--- src/ddrt_pkg.sv ---
package ddrt_pkg;
  localparam int CLOCK_PERIOD_PS = 10000;
  localparam int ADDR_W = 14;
  localparam int BANK_W = 3;
  localparam int DQ_W = 8;
  localparam int REG_ADDR_W = 8;

  typedef enum logic [2:0] {
    CMD_NOP,
    CMD_ACTIVATE,
    CMD_PRECHARGE,
    CMD_REFRESH,
    CMD_WRITE,
    CMD_READ,
    CMD_MODE_SET,
    CMD_SHORT_CAL
  } ddrt_cmd_t;

  // Timing figures in their own unit, then the cycle counts at 100 MHz.
  localparam int TERM_HIGH_SHORT_CYC = 4;
  localparam int TERM_HIGH_LONG_CYC = 6;
  localparam int LEVEL_TO_STROBE_CYC = 40;
  localparam int LEVEL_TO_DRIVE_CYC = 25;
  localparam int REFRESH_CYCLE_NS = 160;
  localparam int REFRESH_CYCLE_CYC =
    (REFRESH_CYCLE_NS * 1000 + CLOCK_PERIOD_PS - 1) / CLOCK_PERIOD_PS;
  localparam int REFI_NORMAL_NS = 7800;
  localparam int REFI_HOT_NS = 3900;
  localparam int REFI_NORMAL_CYC = REFI_NORMAL_NS * 1000 / CLOCK_PERIOD_PS;
  localparam int REFI_HOT_CYC = REFI_HOT_NS * 1000 / CLOCK_PERIOD_PS;
  localparam int WRITE_RECOVERY_NS = 15;
  localparam int WRITE_RECOVERY_CYC =
    (WRITE_RECOVERY_NS * 1000 + CLOCK_PERIOD_PS - 1) / CLOCK_PERIOD_PS;
  localparam int START_AFTER_LAT_FULL = 4;
  localparam int START_AFTER_LAT_FIXED_CHOP = 2;
  localparam int READ_TO_PD_EXTRA = 5;
  localparam int REF_TO_PD_CYC = 1;
  localparam int EXIT_LOCKED_NS = 24;
  localparam int EXIT_LOCKED_MIN_CYC = 10;
  localparam int EXIT_LOCKED_NS_CYC =
    (EXIT_LOCKED_NS * 1000 + CLOCK_PERIOD_PS - 1) / CLOCK_PERIOD_PS;
  localparam int EXIT_LOCKED_CYC = EXIT_LOCKED_NS_CYC > EXIT_LOCKED_MIN_CYC ?
    EXIT_LOCKED_NS_CYC : EXIT_LOCKED_MIN_CYC;
  localparam int REF_PD_CYC = EXIT_LOCKED_CYC > REF_TO_PD_CYC ?
    EXIT_LOCKED_CYC : REF_TO_PD_CYC;
  localparam int SHORT_CAL_CYC = 64;
  localparam int ROW_OP_CYC = 4;
  localparam int DLL_LOCK_CYC = 512;
  localparam int LAT_MIN = 5;
  localparam int REF_OWED_MAX = 7;

  // Mode register selection on the bank lines and field positions.
  localparam logic [BANK_W-1:0] MODE_REG_BURST = 3'h0;
  localparam logic [BANK_W-1:0] MODE_REG_LOOP = 3'h1;
  localparam logic [BANK_W-1:0] MODE_REG_WRITE = 3'h2;
  localparam logic [BANK_W-1:0] MODE_REG_PATTERN = 3'h3;
  localparam int BURST_MODE_LSB = 0;
  localparam int READ_LAT_LSB = 4;
  localparam int LOOP_OFF_BIT = 0;
  localparam int LEVEL_MODE_BIT = 7;
  localparam int WRITE_LAT_LSB = 3;
  localparam int PATTERN_EN_BIT = 2;
  localparam int PATTERN_SEL_LSB = 0;
  localparam logic [1:0] PATTERN_SEL_CALIB = 2'h0;
  localparam logic [1:0] BURST_FIXED_FULL = 2'h0;
  localparam logic [1:0] BURST_ON_THE_FLY = 2'h1;
  localparam logic [1:0] BURST_FIXED_CHOP = 2'h2;
  localparam int AUTOCLOSE_BIT = 10;
  localparam int CHOP_N_BIT = 12;
  localparam int NIBBLE_BIT = 2;
  localparam logic [3:0] READ_LAT_RESET = 4'h6;
  localparam logic [3:0] WRITE_LAT_RESET = 4'h5;
  localparam logic [7:0] CAL_CODE_RESET = 8'h80;

  // Controller register map and field positions.
  localparam logic [REG_ADDR_W-1:0] REG_COMMAND = 8'h00;
  localparam logic [REG_ADDR_W-1:0] REG_CONFIG = 8'h04;
  localparam logic [REG_ADDR_W-1:0] REG_STATUS = 8'h08;
  localparam logic [REG_ADDR_W-1:0] REG_LEVEL = 8'h0c;
  localparam int CMD_KIND_LSB = 0;
  localparam int CMD_BANK_LSB = 4;
  localparam int CMD_ADDR_LSB = 16;
  localparam int CFG_AUTO_REF = 0;
  localparam int CFG_HOT = 1;
  localparam int CFG_PD_REQ = 2;
  localparam int CFG_TERM_REQ = 3;
  localparam int STAT_PEND = 0;
  localparam int STAT_LOCKED = 1;
  localparam int STAT_REFUSED = 2;
  localparam int STAT_PATTERN = 3;
  localparam int STAT_LAT_BAD = 4;
  localparam int STAT_POWER_DOWN = 5;
  localparam int STAT_LEVEL = 6;
  localparam int STAT_READ_LSB = 8;

  function automatic logic chop_of(input logic [1:0] mode,
                                   input logic [ADDR_W-1:0] a);
    return mode == BURST_FIXED_CHOP ||
      (mode == BURST_ON_THE_FLY && !a[CHOP_N_BIT]);
  endfunction
endpackage

--- src/ddrt_link_if.sv ---
`timescale 1ns/10ps
interface ddrt_link_if;
  import ddrt_pkg::*;
  logic cke;
  ddrt_cmd_t cmd;
  logic [BANK_W-1:0] bank;
  logic [ADDR_W-1:0] addr;
  logic termCtrl;
  logic strobe;
  logic strobeOeN;
  logic [DQ_W-1:0] dq;
  logic dqOeN;
  logic dllLocked;

  modport dram (
    input cke, cmd, bank, addr, termCtrl, strobe, strobeOeN,
    output dq, dqOeN, dllLocked
  );
  modport ctrl (
    output cke, cmd, bank, addr, termCtrl, strobe, strobeOeN,
    input dq, dqOeN, dllLocked
  );
endinterface

--- src/ddrt_ctrl_end.sv ---
`timescale 1ns/10ps
// Behaviour
// (RQ1) Termination high four cycles unless full write.
// (RQ2) Full-burst write holds termination six cycles.
// (RQ3) First strobe rise forty cycles after leveling.
// (RQ4) Strobe driven only twenty-five cycles after leveling.
// (RQ5) Refresh blocks activate and refresh 160 ns.
// (RQ6) Refresh on average every 7.8 or 3.9 us.
// (RQ7) Reads and termination need a locked loop.
// (RQ8) Write recovery cycles round up for power-down.
// (RQ9) Internal write starts four or two after latency.
// (RQ10) Power-down entry allowed while operations finish.
// (RQ11) After refresh, wait locked-command exit delay too.
// (RQ12) Short calibration corrects a step within 64 cycles.
// (RQ13) Slow clock fine while refresh average holds.
// (RQ14) Latency settings must both suit the clock.
// (RQ15) Pattern register returns fixed calibration bits.
// (RQ16) Pattern mode enabled idle; selector zero alternates.
// (RQ17) Pattern mode allows reads only; autoclose ignored. The code also lets mode-set commands through.
// (RQ18) Pattern bit on line zero, others copy.
module ddrt_ctrl_end (
  input wire logic clock,
  input wire logic rst,
  ddrt_link_if.ctrl link,
  input wire logic [ddrt_pkg::REG_ADDR_W-1:0] regAddr,
  input wire logic [31:0] regWrData,
  input wire logic regWr,
  input wire logic regRd,
  output logic [31:0] regRdData
);
  import ddrt_pkg::*;

  typedef struct packed {
    logic cmdPend;
    ddrt_cmd_t pendCmd;
    logic [BANK_W-1:0] pendBank;
    logic [ADDR_W-1:0] pendAddr;
    ddrt_cmd_t cmd;
    logic [BANK_W-1:0] bank;
    logic [ADDR_W-1:0] addr;
    logic cke;
    logic termCtrl;
    logic strobe;
    logic strobeOeN;
    logic autoRef;
    logic hot;
    logic pdReq;
    logic termReq;
    logic pulseReq;
    logic [1:0] burstMode;
    logic [3:0] readLat;
    logic [3:0] writeLat;
    logic levelMode;
    logic patEn;
    logic [(1<<BANK_W)-1:0] openBanks;
    logic [7:0] refGap;
    logic [9:0] refiCnt;
    logic [2:0] refOwed;
    logic [2:0] termCnt;
    logic [5:0] levelCnt;
    logic [5:0] pdGap;
    logic refused;
    logic [7:0] rdShift;
    logic [31:0] rdData;
  } ddrt_ctrl_t;

  ddrt_ctrl_t q;
  ddrt_ctrl_t n;
  logic refGo;
  logic refuse;
  logic hold;
  logic chop;
  logic latBad;
  logic [5:0] gap;

  //////////////////////////////////////////////////////////////////////////////

  always_comb begin
    n = q;
    n.cmd = CMD_NOP;
    n.strobe = 1'b0;
    n.rdData = 32'h0;
    refuse = 1'b0;
    hold = 1'b0;
    chop = 1'b0;
    gap = 6'h00;
    latBad = q.readLat < q.writeLat || q.writeLat < 4'(LAT_MIN); // [RQ14]

    if (q.pulseReq && q.levelMode &&
        q.levelCnt >= 6'(LEVEL_TO_STROBE_CYC)) begin
      n.strobe = 1'b1; // [RQ3]
      n.pulseReq = 1'b0;
    end
    if (regWr) begin
      if (regAddr == REG_COMMAND) begin
        if (q.cmdPend) begin
          n.refused = 1'b1;
        end else begin
          n.cmdPend = 1'b1;
          n.pendCmd = ddrt_cmd_t'(regWrData[CMD_KIND_LSB +: 3]);
          n.pendBank = regWrData[CMD_BANK_LSB +: BANK_W];
          n.pendAddr = regWrData[CMD_ADDR_LSB +: ADDR_W];
        end
      end else if (regAddr == REG_CONFIG) begin
        n.autoRef = regWrData[CFG_AUTO_REF];
        n.hot = regWrData[CFG_HOT];
        n.pdReq = regWrData[CFG_PD_REQ];
        n.termReq = regWrData[CFG_TERM_REQ];
      end else if (regAddr == REG_STATUS) begin
        if (regWrData[STAT_REFUSED]) begin
          n.refused = 1'b0;
        end
      end else if (regAddr == REG_LEVEL) begin
        n.pulseReq = 1'b1;
      end
    end
    if (regRd) begin
      if (regAddr == REG_COMMAND) begin
        n.rdData[CMD_KIND_LSB +: 3] = q.pendCmd;
        n.rdData[CMD_BANK_LSB +: BANK_W] = q.pendBank;
        n.rdData[CMD_ADDR_LSB +: ADDR_W] = q.pendAddr;
      end else if (regAddr == REG_CONFIG) begin
        n.rdData[CFG_AUTO_REF] = q.autoRef;
        n.rdData[CFG_HOT] = q.hot;
        n.rdData[CFG_PD_REQ] = q.pdReq;
        n.rdData[CFG_TERM_REQ] = q.termReq;
      end else if (regAddr == REG_STATUS) begin
        n.rdData[STAT_PEND] = q.cmdPend;
        n.rdData[STAT_LOCKED] = link.dllLocked;
        n.rdData[STAT_REFUSED] = q.refused;
        n.rdData[STAT_PATTERN] = q.patEn;
        n.rdData[STAT_LAT_BAD] = latBad;
        n.rdData[STAT_POWER_DOWN] = !q.cke;
        n.rdData[STAT_LEVEL] = q.levelMode;
        n.rdData[STAT_READ_LSB +: 8] = q.rdShift;
      end
    end

    if (q.refGap != '0) begin
      n.refGap = q.refGap - 1'b1;
    end
    if (q.pdGap != '0) begin
      n.pdGap = q.pdGap - 1'b1;
    end
    if (q.termCnt != '0) begin
      n.termCnt = q.termCnt - 1'b1;
    end
    if (q.levelMode && q.levelCnt < 6'(LEVEL_TO_STROBE_CYC)) begin
      n.levelCnt = q.levelCnt + 1'b1;
    end
    // Up to seven owed refreshes are counted so a late one does not lower the average.
    if (q.refiCnt == '0) begin
      n.refiCnt = q.hot ? 10'(REFI_HOT_CYC - 1) : 10'(REFI_NORMAL_CYC - 1); // [RQ6]
      if (q.autoRef && q.refOwed != 3'(REF_OWED_MAX)) begin
        n.refOwed = q.refOwed + 1'b1; // [RQ6] [RQ13]
      end
    end else begin
      n.refiCnt = q.refiCnt - 1'b1;
    end

    refGo = q.refOwed != '0 && q.cke && q.refGap == '0 && !q.patEn &&
      q.openBanks == '0; // [RQ5] [RQ17]
    if (q.cmdPend && q.cke && !refGo) begin
      case (q.pendCmd)
        CMD_READ: begin
          refuse = !link.dllLocked; // [RQ7]
        end
        CMD_ACTIVATE, CMD_REFRESH: begin
          hold = q.refGap != '0; // [RQ5]
        end
        CMD_MODE_SET: begin
          refuse = q.pendBank == MODE_REG_PATTERN &&
            q.pendAddr[PATTERN_EN_BIT] && q.openBanks != '0; // [RQ16]
        end
        default: begin
        end
      endcase
      if (q.patEn && q.pendCmd != CMD_READ && q.pendCmd != CMD_MODE_SET) begin
        refuse = 1'b1; // [RQ17]
      end
      if (refuse) begin
        n.cmdPend = 1'b0;
        n.refused = 1'b1;
      end else if (!hold) begin
        n.cmdPend = 1'b0;
        n.cmd = q.pendCmd;
        n.bank = q.pendBank;
        n.addr = q.pendAddr;
      end
    end
    if (refGo) begin
      n.cmd = CMD_REFRESH;
      n.bank = '0;
      n.addr = '0;
      n.refOwed = n.refOwed - 1'b1;
    end

    if (q.termReq && link.dllLocked && !q.termCtrl) begin
      n.termCtrl = 1'b1;
      n.termCnt = 3'(TERM_HIGH_SHORT_CYC - 1); // [RQ1] [RQ7]
    end else if (q.termCtrl && !q.termReq && q.termCnt == '0) begin
      n.termCtrl = 1'b0;
    end

    chop = chop_of(q.burstMode, n.addr);
    case (n.cmd)
      CMD_ACTIVATE: begin
        n.openBanks[n.bank] = 1'b1;
      end
      CMD_PRECHARGE: begin
        if (n.addr[AUTOCLOSE_BIT]) begin
          n.openBanks = '0;
        end else begin
          n.openBanks[n.bank] = 1'b0;
        end
      end
      CMD_REFRESH: begin
        n.refGap = 8'(REFRESH_CYCLE_CYC - 1); // [RQ5]
        gap = 6'(REF_PD_CYC - 1); // [RQ11]
      end
      CMD_READ: begin
        if (n.addr[AUTOCLOSE_BIT] && !q.patEn) begin
          n.openBanks[n.bank] = 1'b0; // [RQ17]
        end
        gap = 6'(q.readLat) + 6'(READ_TO_PD_EXTRA - 1);
      end
      CMD_WRITE: begin
        if (n.addr[AUTOCLOSE_BIT]) begin
          n.openBanks[n.bank] = 1'b0;
        end
        if (q.burstMode == BURST_FIXED_CHOP) begin
          gap = 6'(q.writeLat) + 6'(START_AFTER_LAT_FIXED_CHOP - 1);
        end else begin
          gap = 6'(q.writeLat) + 6'(START_AFTER_LAT_FULL - 1);
        end
        gap = gap + 6'(WRITE_RECOVERY_CYC); // [RQ8]
        // Termination is synchronous, so it is only raised when locked.
        if (link.dllLocked) begin
          n.termCtrl = 1'b1;
          if (!chop) begin
            n.termCnt = 3'(TERM_HIGH_LONG_CYC - 1); // [RQ2]
          end else if (n.termCnt < 3'(TERM_HIGH_SHORT_CYC - 1)) begin
            n.termCnt = 3'(TERM_HIGH_SHORT_CYC - 1); // [RQ1]
          end
        end
      end
      CMD_MODE_SET: begin
        if (n.bank == MODE_REG_BURST) begin
          n.burstMode = n.addr[BURST_MODE_LSB +: 2];
          n.readLat = n.addr[READ_LAT_LSB +: 4];
        end else if (n.bank == MODE_REG_LOOP) begin
          n.levelMode = n.addr[LEVEL_MODE_BIT];
          n.levelCnt = 6'h00;
        end else if (n.bank == MODE_REG_WRITE) begin
          n.writeLat = n.addr[WRITE_LAT_LSB +: 4];
        end else if (n.bank == MODE_REG_PATTERN) begin
          n.patEn = n.addr[PATTERN_EN_BIT]; // [RQ16]
        end
      end
      default: begin
      end
    endcase
    if (n.pdGap < gap) begin
      n.pdGap = gap;
    end

    if (!q.cke) begin
      if (!q.pdReq || q.refOwed != '0 || q.cmdPend) begin
        n.cke = 1'b1;
      end
    end else if (q.pdReq && !q.cmdPend && q.refOwed == '0 &&
                 q.pdGap == '0 && !q.patEn && n.cmd == CMD_NOP) begin
      n.cke = 1'b0; // [RQ8] [RQ11]
    end

    n.strobeOeN = !(q.levelMode &&
      q.levelCnt >= 6'(LEVEL_TO_DRIVE_CYC)); // [RQ4]

    if (!link.dqOeN) begin
      n.rdShift = {link.dq[0], q.rdShift[7:1]}; // [RQ18]
    end
  end

  always_ff @(posedge clock) begin
    if (rst) begin
      q <= '{cmd: CMD_NOP, pendCmd: CMD_NOP, cke: 1'b1, strobeOeN: 1'b1,
             readLat: READ_LAT_RESET, writeLat: WRITE_LAT_RESET,
             refiCnt: 10'(REFI_NORMAL_CYC - 1), default: '0};
    end else begin
      q <= n;
    end
  end

  //////////////////////////////////////////////////////////////////////////////

  assign link.cke = q.cke;
  assign link.cmd = q.cmd;
  assign link.bank = q.bank;
  assign link.addr = q.addr;
  assign link.termCtrl = q.termCtrl;
  assign link.strobe = q.strobe;
  assign link.strobeOeN = q.strobeOeN;
  assign regRdData = q.rdData;
endmodule

--- src/flat_wrapper.sv ---
// flat-port wrapper written by rule: the top's interface ports become plain ports
module ddrt_ctrl_end_flat import ddrt_pkg::*;
  (clock, rst, regAddr, regWrData, regWr, regRd, regRdData, link_cke, link_cmd, link_bank, link_addr, link_termCtrl, link_strobe, link_strobeOeN, link_dq, link_dqOeN, link_dllLocked);
  ddrt_link_if link_i ();
  input wire logic clock;
  input wire logic rst;
  input wire logic [ddrt_pkg::REG_ADDR_W-1:0] regAddr;
  input wire logic [31:0] regWrData;
  input wire logic regWr;
  input wire logic regRd;
  output logic [31:0] regRdData;
  output wire logic [$bits(link_i.cke)-1:0] link_cke;
  output wire logic [$bits(link_i.cmd)-1:0] link_cmd;
  output wire logic [$bits(link_i.bank)-1:0] link_bank;
  output wire logic [$bits(link_i.addr)-1:0] link_addr;
  output wire logic [$bits(link_i.termCtrl)-1:0] link_termCtrl;
  output wire logic [$bits(link_i.strobe)-1:0] link_strobe;
  output wire logic [$bits(link_i.strobeOeN)-1:0] link_strobeOeN;
  input wire logic [$bits(link_i.dq)-1:0] link_dq;
  input wire logic [$bits(link_i.dqOeN)-1:0] link_dqOeN;
  input wire logic [$bits(link_i.dllLocked)-1:0] link_dllLocked;
  assign link_cke = link_i.cke;
  assign link_cmd = link_i.cmd;
  assign link_bank = link_i.bank;
  assign link_addr = link_i.addr;
  assign link_termCtrl = link_i.termCtrl;
  assign link_strobe = link_i.strobe;
  assign link_strobeOeN = link_i.strobeOeN;
  assign link_i.dq = link_dq;
  assign link_i.dqOeN = link_dqOeN;
  assign link_i.dllLocked = link_dllLocked;
  ddrt_ctrl_end u_core (.clock(clock), .rst(rst), .link(link_i), .regAddr(regAddr), .regWrData(regWrData), .regWr(regWr), .regRd(regRd), .regRdData(regRdData));
endmodule
--- config.mk ---
export PLATFORM = sky130hd
export DESIGN_NAME = ddrt_ctrl_end_flat
export DESIGN_NICKNAME = d
export VERILOG_FILES = /design/src/ddrt_pkg.sv /design/src/ddrt_link_if.sv /design/src/ddrt_ctrl_end.sv /design/src/flat_wrapper.sv
export SDC_FILE = /design/constraint.sdc
export NUM_CORES = 1
export LEC_CHECK = 0
export BUFFER_PORTS_ARGS = -buffer_cell sky130_fd_sc_hd__buf_2
export CORE_UTILIZATION = 25
export DETAILED_ROUTE_END_ITERATION = 7
export PLACE_DENSITY_LB_ADDON = 0.2
export SYNTH_ARGS = -nofsm -noshare
export SYNTH_HDL_FRONTEND = slang
export SYNTH_SLANG_ARGS = --single-unit
--- constraint.sdc ---
create_clock -name clock -period 6.6 [get_ports clock]
set_input_delay 0.33 -clock clock [delete_from_list [all_inputs] [get_ports clock]]
set_output_delay 0.33 -clock clock [all_outputs]
set_load 0.05 [all_outputs]
# Word level (Yosys, flattened, before mapping)
# Cells that the tools add are included.
totals:
  register_bits: 147
  latchBits: 0
  mem_bits_rw: 0
  mem_bits_ro: 0
  output_inout_bits: 56
  wordCells: 236
  memories: 0
op_classes:
  addsub: 11
  n_mul: 0
  div_mod_pow: 0
  magnitude_cmp: 9
  eq_ne: 24
  shifts: 0
  n_mux: 71
  n_bitwise: 12
  n_reduce_logical: 72
ops:
  columns: ["operator", "n"]
  rows:
  - ["20-bit two-way mux", 5]
  - ["6-bit two-way mux", 8]
  - ["21-bit two-way mux", 2]
  - ["8-bit two-way mux", 5]
  - ["3-bit two-way mux", 12]
  - ["8-bit one-hot mux with 4 select lines", 1]
  - ["1-bit two-way mux", 28]
  - ["1-bit logical AND", 27]
  - ["8-bit logical NOT", 3]
  - ["10-bit two-way mux", 2]
  - ["3-bit by 2-bit equality test with 1-bit output, second input constant", 6]
  - ["6-bit one-hot mux with 3 select lines", 1]
  - ["8-bit by 4-bit equality test with 1-bit output, second input constant", 2]
  - ["8-bit nonzero test", 2]
  - ["3-bit equality test, second input constant", 5]
  - ["3-bit AND reduction", 5]
  - ["3-bit logical NOT", 4]
  - ["1-bit logical NOT", 10]
  - ["10-bit logical NOT", 1]
  - ["5-bit two-way mux", 2]
  - ["10-bit by 1-bit subtractor with 10-bit output, second input constant", 1]
  - ["3-bit by 1-bit equality test with 1-bit output, second input constant", 3]
  - ["3-bit inequality test, second input constant", 3]
  - ["1-bit NOT", 9]
  - ["other kinds (41)", 52]

# Depth between registers and ports, before layout
# Gate-level depths: netlist of run 1.
depth:
  ltp_word: 20
  mapped_depth: 18

# Least setup slack after synthesis of run 1
# Ideal clock, no wire load.
synth_path:
  path_kind: "reg-to-reg"
  from: "register u_core.q (netlist bit u_core.link.cke)"
  to: "register u_core.q[41] in the netlist's numbering"
  arrival_time_ns: 3.377
  slack_ns: 3.096
  stages_incl_launch_ff: 15
  n_path_buf: 2
  period_less_slack_ns: 3.504
  cell_sequence: "dfxtp_1 or3b_2 or3_1 buf_2 nand2_1 nor2_1 a21boi_0 ha_1 a21o_1 a21o_1 a21oi_1 o31a_1 buf_2 mux2i_1 nor2_1"
synth_between:
  elab_chain_cells: 12
synth_lines:
  columns: ["item", "line", "rtl"]
  rows:
  - ["from (decl)", "ddrt_ctrl_end.sv:67", "ddrt_ctrl_t q;"]
  - ["from (signal assigned)", "ddrt_ctrl_end.sv:286", "q <= '{cmd: CMD_NOP, pendCmd: CMD_NOP, cke: 1'b1, strobeOeN: 1'b1,"]
  - ["from (signal assigned)", "ddrt_ctrl_end.sv:290", "q <= n;"]
  - ["1-bit logical AND (4 in series)", "ddrt_ctrl_end.sv:161", "refGo = q.refOwed != '0 && q.cke && q.refGap == '0 && !q.patEn &&"]
  - ["1-bit logical NOT", "ddrt_ctrl_end.sv:163", "if (q.cmdPend && q.cke && !refGo) begin"]
  - ["1-bit logical AND", "ddrt_ctrl_end.sv:163", null]
  - ["20-bit two-way mux", "ddrt_ctrl_end.sv:163", null]
  - ["20-bit two-way mux (*)", "ddrt_ctrl_end.sv:191", "if (refGo) begin"]
  - ["3-bit equality test or 3-bit by 2-bit equality test with 1-bit output (tied branches)", "ddrt_ctrl_end.sv:206", "case (n.cmd)"]
  - ["6-bit one-hot mux with 3 select lines (*)", "ddrt_ctrl_end.sv:206", null]
  - ["6-bit < comparator", "ddrt_ctrl_end.sv:263", "if (n.pdGap < gap) begin"]
  - ["6-bit two-way mux (*)", "ddrt_ctrl_end.sv:263", null]
# Every way passes the cells marked *; elsewhere a longest branch is shown, timed or not.
# A chain may end at the register's enable or synchronous reset.

# Final worst setup path of run 1
layout_path:
  from: "register u_core.q[56] in the netlist's numbering"
  to: "register u_core.q[41] in the netlist's numbering"
layout_between:
  elab_chain_cells: 13
layout_lines:
  columns: ["item", "line"]
  rows:
  - ["3-bit nonzero test (*)", "ddrt_ctrl_end.sv:161"]
  - ["1-bit logical AND (*) (4 in series)", "ddrt_ctrl_end.sv:161"]
  - ["1-bit logical NOT", "ddrt_ctrl_end.sv:163"]
  - ["1-bit logical AND", "ddrt_ctrl_end.sv:163"]
  - ["20-bit two-way mux", "ddrt_ctrl_end.sv:163"]
  - ["20-bit two-way mux (*)", "ddrt_ctrl_end.sv:191"]
  - ["3-bit equality test or 3-bit by 2-bit equality test with 1-bit output (tied branches)", "ddrt_ctrl_end.sv:206"]
  - ["6-bit one-hot mux with 3 select lines (*)", "ddrt_ctrl_end.sv:206"]
  - ["6-bit < comparator", "ddrt_ctrl_end.sv:263"]
  - ["6-bit two-way mux (*)", "ddrt_ctrl_end.sv:263"]
# Marked as above.

==> metrics.md, run 1 <==
| Metric | Value |
|---|---|
| DP HPWL | 12300 um |
| Share of layout cells above drive strength 1 | 0.172 |
| ANT nets after route | 0 |
| Setup bufs post-CTS | 0 |
| FF+latch count, synth | 144 |
| Pre-CTS setup slack | 2320 ps |
| Post-cts hold buffer count | 0 |
| Highest clock rate | 234 MHz |
| Clock transition at the registers of the reported paths | 70 ps |
| Synth cell types | 66 |
| GRT Overall Usage | 0.123 |
| Final hold vios | 0 |
| WL/cell | 13.9 um |
| Mapped Cells | 806 |
| # diodes | 0 |
| # rows | 61 |
| Die H | 170 um |
| Final Cycle Share | 0.646 |
| Fin crit period | 4270 ps |
| Hold crit path type | primary input to flop |
| Vias/cell | 4.29 |
| Setup crit end kind | flop |
| Initial Utilization | 0.254 |
| Switching Power | 730 uW |
| Vias in the first global route | 5042 |
| Maximum VDD drop | 0.167 mV |
| CP max FO | 18 |
| Slew headroom | 0.457 |
| TritonCTS Buffers | 17 |
| Final Skew | 10.9 ps |
| Least-Margin Pin Slew | 807 ps |
| DRC viols | 0 |
| Yosys synthesis warning count | 0 |
| Reg power frac | 0.383 |
| Pwr Density | 311 nW/um^2 |
| I/O Buffers | 88 |
| Sink Count | 144 |
| Mapped Area | 7030 um^2 |
| Width of the die | 170 um |
| RSZ-0062 raised after global routing | no |
| NumNets Final | 911 |
| GP Congestion | 0.760 |
| Final WS setup | 2330 ps |
| EDFF count, synth | 0 |
| Ys async rst share | 0 |
| Setup tns final | 0 ps |
| Placeable Area | 27700 um^2 |
| Syn_area_per_cell | 8.72 um^2 |
| Crit path cell chain | inv_1, ha_1, nor2b_1, or3b_2, or3_1, nand2_1, nor2_1, a21boi_0, ha_1, a21o_1, a21o_1, a21oi_1, o31a_1, mux2i_1, nor2_1 |
| Met3 WL post-DR | 704 um |
| Initial DRC count | 302 |
| Max clock buf depth | 2 |
| H-tree depth | 4 |
| First-pass detailed-route iteration total | 5 |
| CTS tree | built |
| Max cap viols | 0 |
| Req. time, crit path | 6890 ps |
| Outcome | finished clean |
| Clock Latency Late Sink | 420 ps |
| # IOs | 110 |
| First-pass GRT wire length | 27200 um |
| Die footprint | 28800 um^2 |
| Fin. max-slew vios | 0 |
| GRT overflow | 0 |
| Primary FF master, synth | dfxtp_1 |
| Largest stage delay, worst path | 700 ps |
| Internal | 1.77 mW |
| Sequential-to-total area share from yosys stat | 0.410 |
| Crit-path slowest cell | or3_1 |
| Synth-to-layout area growth | 14.5% |
| Cts repair resizes | 0 |
| Largest net degree at the start of global routing | 59 |
| DR vias | 5243 |
| CP Class | flop to flop |
| Logic pwr share | 0.208 |
| Total Wirelength | 17000 um |
| Max Used Layer | met4 |
| Layout fillers | 2962 |
| Crit start category | flop |
| Initial antenna violation count | 0 |
| CTS root buffer | clkbuf_16 |
| P_leak | 3.15 nW |
| Met2 routed WL | 7570 um |
| Crit path DAT | 4560 ps |
| M1 WL | 8540 um |
| Net Sw Frac | 0.292 |
| Final setup fails | 0 |
| Clock Power Share | 0.409 |
worst max-delay path: cells and delay by family, from the launching register on:
family                   cells  cell delay, ps
AND/OR/NAND/NOR              6            1850
AO/OA/AOI/OAI                5            1150
adder cells (fa/ha/maj)      2             500
flip-flops                   1             330
multiplexers                 1             240
buffers and inverters        1              80
cell usage after synthesis (3+ instances only):
master,instances,share of area
a211oi_1,8,0.0085
nand2_1,98,0.052
a211o_1,4,0.0050
nand4b_1,3,0.0037
nor2b_1,8,0.0071
nand2b_1,13,0.012
nor3b_1,3,0.0032
buf_6,4,0.0064
ha_1,26,0.046
buf_4,54,0.058
o31ai_1,4,0.0043
nand3b_1,13,0.014
o21ai_0,24,0.017
and3_1,4,0.0036
buf_2,5,0.0036
o211ai_1,6,0.0064
clkbuf_1,25,0.013
nor3_1,23,0.016
mux2i_1,44,0.063
mux2_2,4,0.0064
nor4_1,5,0.0044
dfxtp_1,144,0.41
nand3_1,17,0.012
nand4_1,4,0.0036
xnor2_1,13,0.016
and2_1,27,0.024
or3_1,4,0.0036
xor2_1,9,0.011
nor2_1,77,0.041
a21oi_1,48,0.034
inv_1,31,0.017
a21o_1,8,0.0085
a31oi_1,6,0.0053
cell type report:
type	count	area, um^2	share of cell area
Clock inverter	13	176	0.0219
Clock buffer	19	453	0.0563
Inverter	31	116	0.0145
Timing Repair Buffer	93	480	0.0597
Tap cell	378	473	0.0588
Multi-Input combinational cell	543	3470	0.431
Sequential cell	144	2880	0.358
flip-flops by register name, indices dropped and copies added (netlist names):
| register | flops |
|---|---|
| u_core.link.strobe | 1 |
| u_core.q | 91 |
| u_core.link.bank | 3 |
| u_core.link.strobeOeN | 1 |
| u_core.link.cke | 1 |
| u_core.link.cmd | 3 |
| u_core.link.termCtrl | 1 |
| u_core.regRdData | 29 |
| u_core.link.addr | 14 |
routing by layer:
metal / up-vias / global-route usage
met3: 11 / 0.0333
li1: 2735 / -
met1: 2408 / 0.164
met4: 0 / 0.0372
met2: 89 / 0.192
met5: - / 0
cells by family after synthesis:
family | Yosys count | synth area share
flops | 144 | 0.410
compound gates | 124 | 0.112
other cells | 1 | 0.000533
xor+xnor | 23 | 0.0297
fa+ha+maj | 27 | 0.0491
buf+inv | 121 | 0.0986
simple gates | 317 | 0.228
mux | 49 | 0.0712
cells in the final DEF (no fill, tap or decap), types with 4 or more instances in the layout:
master,instances
clkbuf_16,17
a31oi_1,6
or3_1,4
nand2_1,98
buf_2,87
nor2_1,77
ha_1,26
mux2_2,4
xor2_1,9
xnor2_1,13
mux2i_1,44
nor2b_1,8
a21oi_1,48
nand3b_1,13
and2_1,27
dfxtp_1,144
buf_4,6
o21ai_0,24
nand4_1,4
a211oi_1,8
nand3_1,17
a211o_1,4
nor3_1,23
nand2b_1,13
nor4_1,5
o211ai_1,6
and3_1,4
o31ai_1,4
a21o_1,8
inv_1,31
metrics by stage:
stage	total power [mW]	instance area (um^2)	hold WS, ps	utilization	instances
CTS	2.55	8050	115	0.291	1221
detailed placement	1.50	7420	406	0.268	1189
finish	2.50	8050	139	0.291	1221
floorplan	1.42	7040	382	-	808
global placement	1.51	7420	398	0.268	1189
global route	2.66	8050	117	0.291	1221
path summary, 6_finish.rpt:
| kind | from | endpoint | slack (ps) | cells past startpoint |
|---|---|---|---|---|
| hold reg to reg | u_core.q[99] | u_core.link.cke | 420 | 1 |
| hold / removal | regWrData[25] | u_core.q[135] | 140 | 3 |
| setup reg to reg | u_core.q[56] | u_core.q[41] | 2330 | 15 |
| setup / recovery | u_core.q[56] | u_core.q[41] | 2330 | 15 |
power groups by stage:
stage | Clock (mW) | Combinational [mW] | Sequential, mW
final | 1.02 | 0.521 | 0.959
after global routing | 1.10 | 0.600 | 0.966
after CTS | 1.06 | 0.530 | 0.959
after detailed placement | 0 | 0.525 | 0.978
after global placement | 0 | 0.528 | 0.979
after floorplan | 0 | 0.452 | 0.970
(Power assumes the default switching activity.)
==> inputs of run 2 (changes only) <==
ABC_AREA = 1   (was not set)
clock period = 3.96 ns   (was 6.6 ns; I/O delays follow)
==> run 2 against run 1 <==
  * Maximum frequency is 31% higher
  * Synthesized area is 2.1% lower
  * Routed wire length is 1.2% lower
  * Count of clock-buffer cells in the layout is 2 higher
  * Via count is 6.8% higher
  * Final cell count is 6.4% higher
  * Critical endpoint is now u_core.q[42]
  * Clock skew is 5.6 ps higher
  * Flip-flop and latch count stayed put
  * Design area is 1.9% lower
  * Core utilization is 0.23 points higher
  * Global-route usage is 0.20 points higher
  * Combinational power is 91% higher
==> metrics.md, run 2 <==
| Metric | Value |
|---|---|
| Sink Count | 144 (unchanged) |
| Crit-path slowest cell | dfxtp_1 |
| Reg power frac | 0.378 (-0.005) |
| Total Wirelength | 16800 um (-1.2%) |
| Req. time, crit path | 4270 ps (-2620 ps) |
| GRT overflow | 0 (unchanged) |
| Max cap viols | 0 (unchanged) |
| Max reg flops | 91 (unchanged) |
| Initial Utilization | 0.255 (+0.00158) |
| P_leak | 3.49 nW (+11%) |
| Mapped Cells | 907 (+13%) |
| Vias/cell | 4.31 (+0.43%) |
| Share of layout cells above drive strength 1 | 0.162 (-0.0102) |
| Synth cell types | 54 (-18%) |
| Largest cells by area after synthesis | dfxtp_1 (42%), nor2_1 (7.9%), inv_1 (6.1%) |
| CTS root buffer | clkbuf_16 |
| # rows | 60 (-1.6%) |
| Commonest non-fill, non-tap cells in the layout | nor2_1 (145), dfxtp_1 (144), inv_1 (111), nand2_1 (96), buf_2 (88) |
| Setup bufs post-CTS | 0 (unchanged) |
| Sequential-to-total area share from yosys stat | 0.419 (+0.00887) |
| Crit path DAT | 3560 ps (-1000 ps) |
| Setup tns final | 0 ps (unchanged) |
| Clock Latency Late Sink | 420 ps (about the same) |
| Final Skew | 16.5 ps (+5.59 ps) |
| Mapped Area | 6880 um^2 (-2.1%) |
| Fin. max-slew vios | 0 (unchanged) |
| # IOs | 110 (unchanged) |
| First-pass detailed-route iteration total | 5 (unchanged) |
| Largest net degree at the start of global routing | 69 (+17%) |
| Ys async rst share | 0 (unchanged) |
| Crit path cell chain | inv_1, ha_1, nand2_2, nor2_8, nand3_4, nand2_4, inv_2, nand2_2, nand2_2, nor2_4, inv_1, o31ai_1, nor2_1, ha_1, a21oi_1, nor2_1, a211oi_1, buf_4, nand3_1, nand2_1, nor2_1 |
| Setup crit end kind | flop |
| Cts repair resizes | 0 (unchanged) |
| Synth-to-layout area growth | 14.7% |
| EDFF count, synth | 0 (unchanged) |
| GP Congestion | 0.775 (+2.0%) |
| Pwr Density | 535 nW/um^2 (+72%) |
| Die footprint | 28200 um^2 (-2.1%) |
| # diodes | 0 (unchanged) |
| NumNets Final | 1027 (+13%) |
| Largest area contributor in the netlist | dfxtp_1 |
| Layout fillers | 2970 (+0.27%) |
| ANT nets after route | 0 (unchanged) |
| Worst hold slack | 42.9 ps (-95.9 ps) |
| Commonest non-fill, non-tap cell in the layout | nor2_1 |
| Logic pwr share | 0.236 (+0.028) |
| CTS tree | built |
| DP HPWL | 12600 um (+2.4%) |
| Final hold vios | 0 (unchanged) |
| WL/cell | 12.9 um (-7.2%) |
| Placeable Area | 27000 um^2 (-2.7%) |
| Die H | 168 um (-1.1%) |
| Final Cycle Share | 0.820 (+0.174) |
| Largest stage delay, worst path | 330 ps (-370 ps) |
| CP max FO | 12 (-6) |
| First-pass GRT wire length | 27700 um (+1.8%) |
| Post-synth top area share | 0.419 (+0.00887) |
| DR vias | 5602 (+6.8%) |
| RSZ-0062 raised after global routing | no |
| Clock Power Share | 0.386 (-0.023) |
| FF+latch count, synth | 144 (unchanged) |
| Clock transition at the registers of the reported paths | 60 ps (about the same) |
| Switching Power | 1.29 mW (+77%) |
| Final setup fails | 0 (unchanged) |
| Placement Cell Area | 7300 um^2 (-1.7%) |
| Crit start category | flop |
| DRC viols | 0 (unchanged) |
| H-tree depth | 4 (unchanged) |
| Initial antenna violation count | 0 (unchanged) |
| Reg with most FFs | u_core.q |
| Internal | 2.93 mW (+65%) |
| Total Power | 4.22 mW (+69%) |
| CP Class | flop to flop |
| Fin crit period | 3250 ps (-1020 ps) |
| Max clock buf depth | 2 (unchanged) |
| Initial DRC count | 317 (+5.0%) |
| Least-Margin Pin Slew | 715 ps (-92.2 ps) |
| I/O Buffers | 88 (unchanged) |
| Vias in the first global route | 5319 (+5.5%) |
| Outcome | finished clean |
| Width of the die | 168 um (-1.1%) |
| Net Sw Frac | 0.306 (+0.0147) |
| Highest clock rate | 308 MHz (+31%) |
| Slew headroom | 0.522 (+0.0653) |
| GRT Overall Usage | 0.125 (+0.00195) |
| Maximum VDD drop | 0.356 mV (+110%) |
| Hold crit path type | primary input to flop |
| Final instance area | 7890 um^2 (-1.9%) |
| Delay-heaviest family, CP | simple AND/OR/NAND/NOR gates |
| Top-count cell post-synth | nor2_1 |
| TritonCTS Buffers | 17 (unchanged) |
| Most instantiated cells after synthesis | nor2_1 (145), dfxtp_1 (144), inv_1 (112) |
| Primary FF master, synth | dfxtp_1 |
| Post-cts hold buffer count | 0 (unchanged) |
| Worst path bufs/invs | 4 (+3) |
| Yosys synthesis warning count | 0 (unchanged) |
| Syn_area_per_cell | 7.59 um^2 (-13%) |
==> run 2: cell count changes in the layout (fill, tap and decap cells not counted), sizes merged, moves of 7 or more <==
| cell | delta |
|---|---|
| nand2b | -13 |
| and2 | -27 |
| a21o | -8 |
| o21ai | +43 |
| nand3 | +30 |
| mux2i | -43 |
| nor2b | -9 |
| nor2 | +74 |
| nand3b | -12 |
| inv | +84 |
| nor4 | +7 |
| a21oi | +30 |
==> run 2: cell type report <==
class                           instances  area [um^2]  share of cell area
Timing Repair Buffer                   93          478              0.0605
Clock inverter                         10          126              0.0160
Tap cell                              341          427              0.0540
Multi-Input combinational cell        574         3070               0.389
Clock buffer                           21          470              0.0596
Sequential cell                       144         2880               0.365
Inverter                              116          438              0.0555
==> run 2: path summary, 6_finish.rpt <==
| path | start | endpoint | slack, ps | cells past startpoint |
|---|---|---|---|---|
| setup reg to reg | u_core.q[69] | u_core.q[42] | 710 | 21 |
| hold reg to reg | u_core.q[59] | u_core.q[59] | 390 | 1 |
| hold / removal | regWrData[3] | u_core.q[98] | 40 | 3 |
| setup / recovery | u_core.q[69] | u_core.q[42] | 710 | 21 |
==> run 2: cells by family (layout without fill, tap and decap cells) <==
family | after synthesis | after routing | share of synthesized area
xor+xnor | 15 | 15 | 0.0191
simple gates | 353 | 353 | 0.232
flops | 144 | 144 | 0.419
fa+ha+maj | 27 | 27 | 0.0502
buf+inv | 191 | 240 | 0.136
other cells | 1 | 3 | 0.000545
compound gates | 174 | 174 | 0.140
mux | 2 | 2 | 0.00309
==> run 2: power groups by stage <==
stage / registers (mW) / logic (mW) / clock network, mW
floorplan: 1.61 / 0.837 / 0
global placement: 1.63 / 1.00 / 0
detailed placement: 1.63 / 1.01 / 0
CTS: 1.60 / 1.01 / 1.68
global route: 1.61 / 1.15 / 1.76
finish: 1.60 / 0.997 / 1.63
==> run 2: worst min-delay path: cells and delay by family <==
family | cells | cell delay [ps]
buffers and inverters | 1 | 90
AND/OR/NAND/NOR | 2 | 130
==> run 2: metal layers <==
| metal | up-vias | track usage | part of all wire |
|---|---|---|---|
| li1 | 2986 | - | - |
| met1 | 2534 | 0.168 | 0.50 |
| met2 | 75 | 0.197 | 0.45 |
| met3 | 7 | 0.0303 | 0.035 |
| met4 | 0 | 0.0347 | 0.0079 |
| met5 | - | 0 | 0 |
==> run 2: metrics by stage <==
stage          setup WS (ps)  utilization  cells
2_1_floorplan            740            -    909
3_3_place_gp             704        0.271   1268
3_5_place_dp             686        0.271   1268
4_1_cts                  679        0.293   1299
5_1_grt                  350        0.293   1299
6_report                 713        0.293   1299
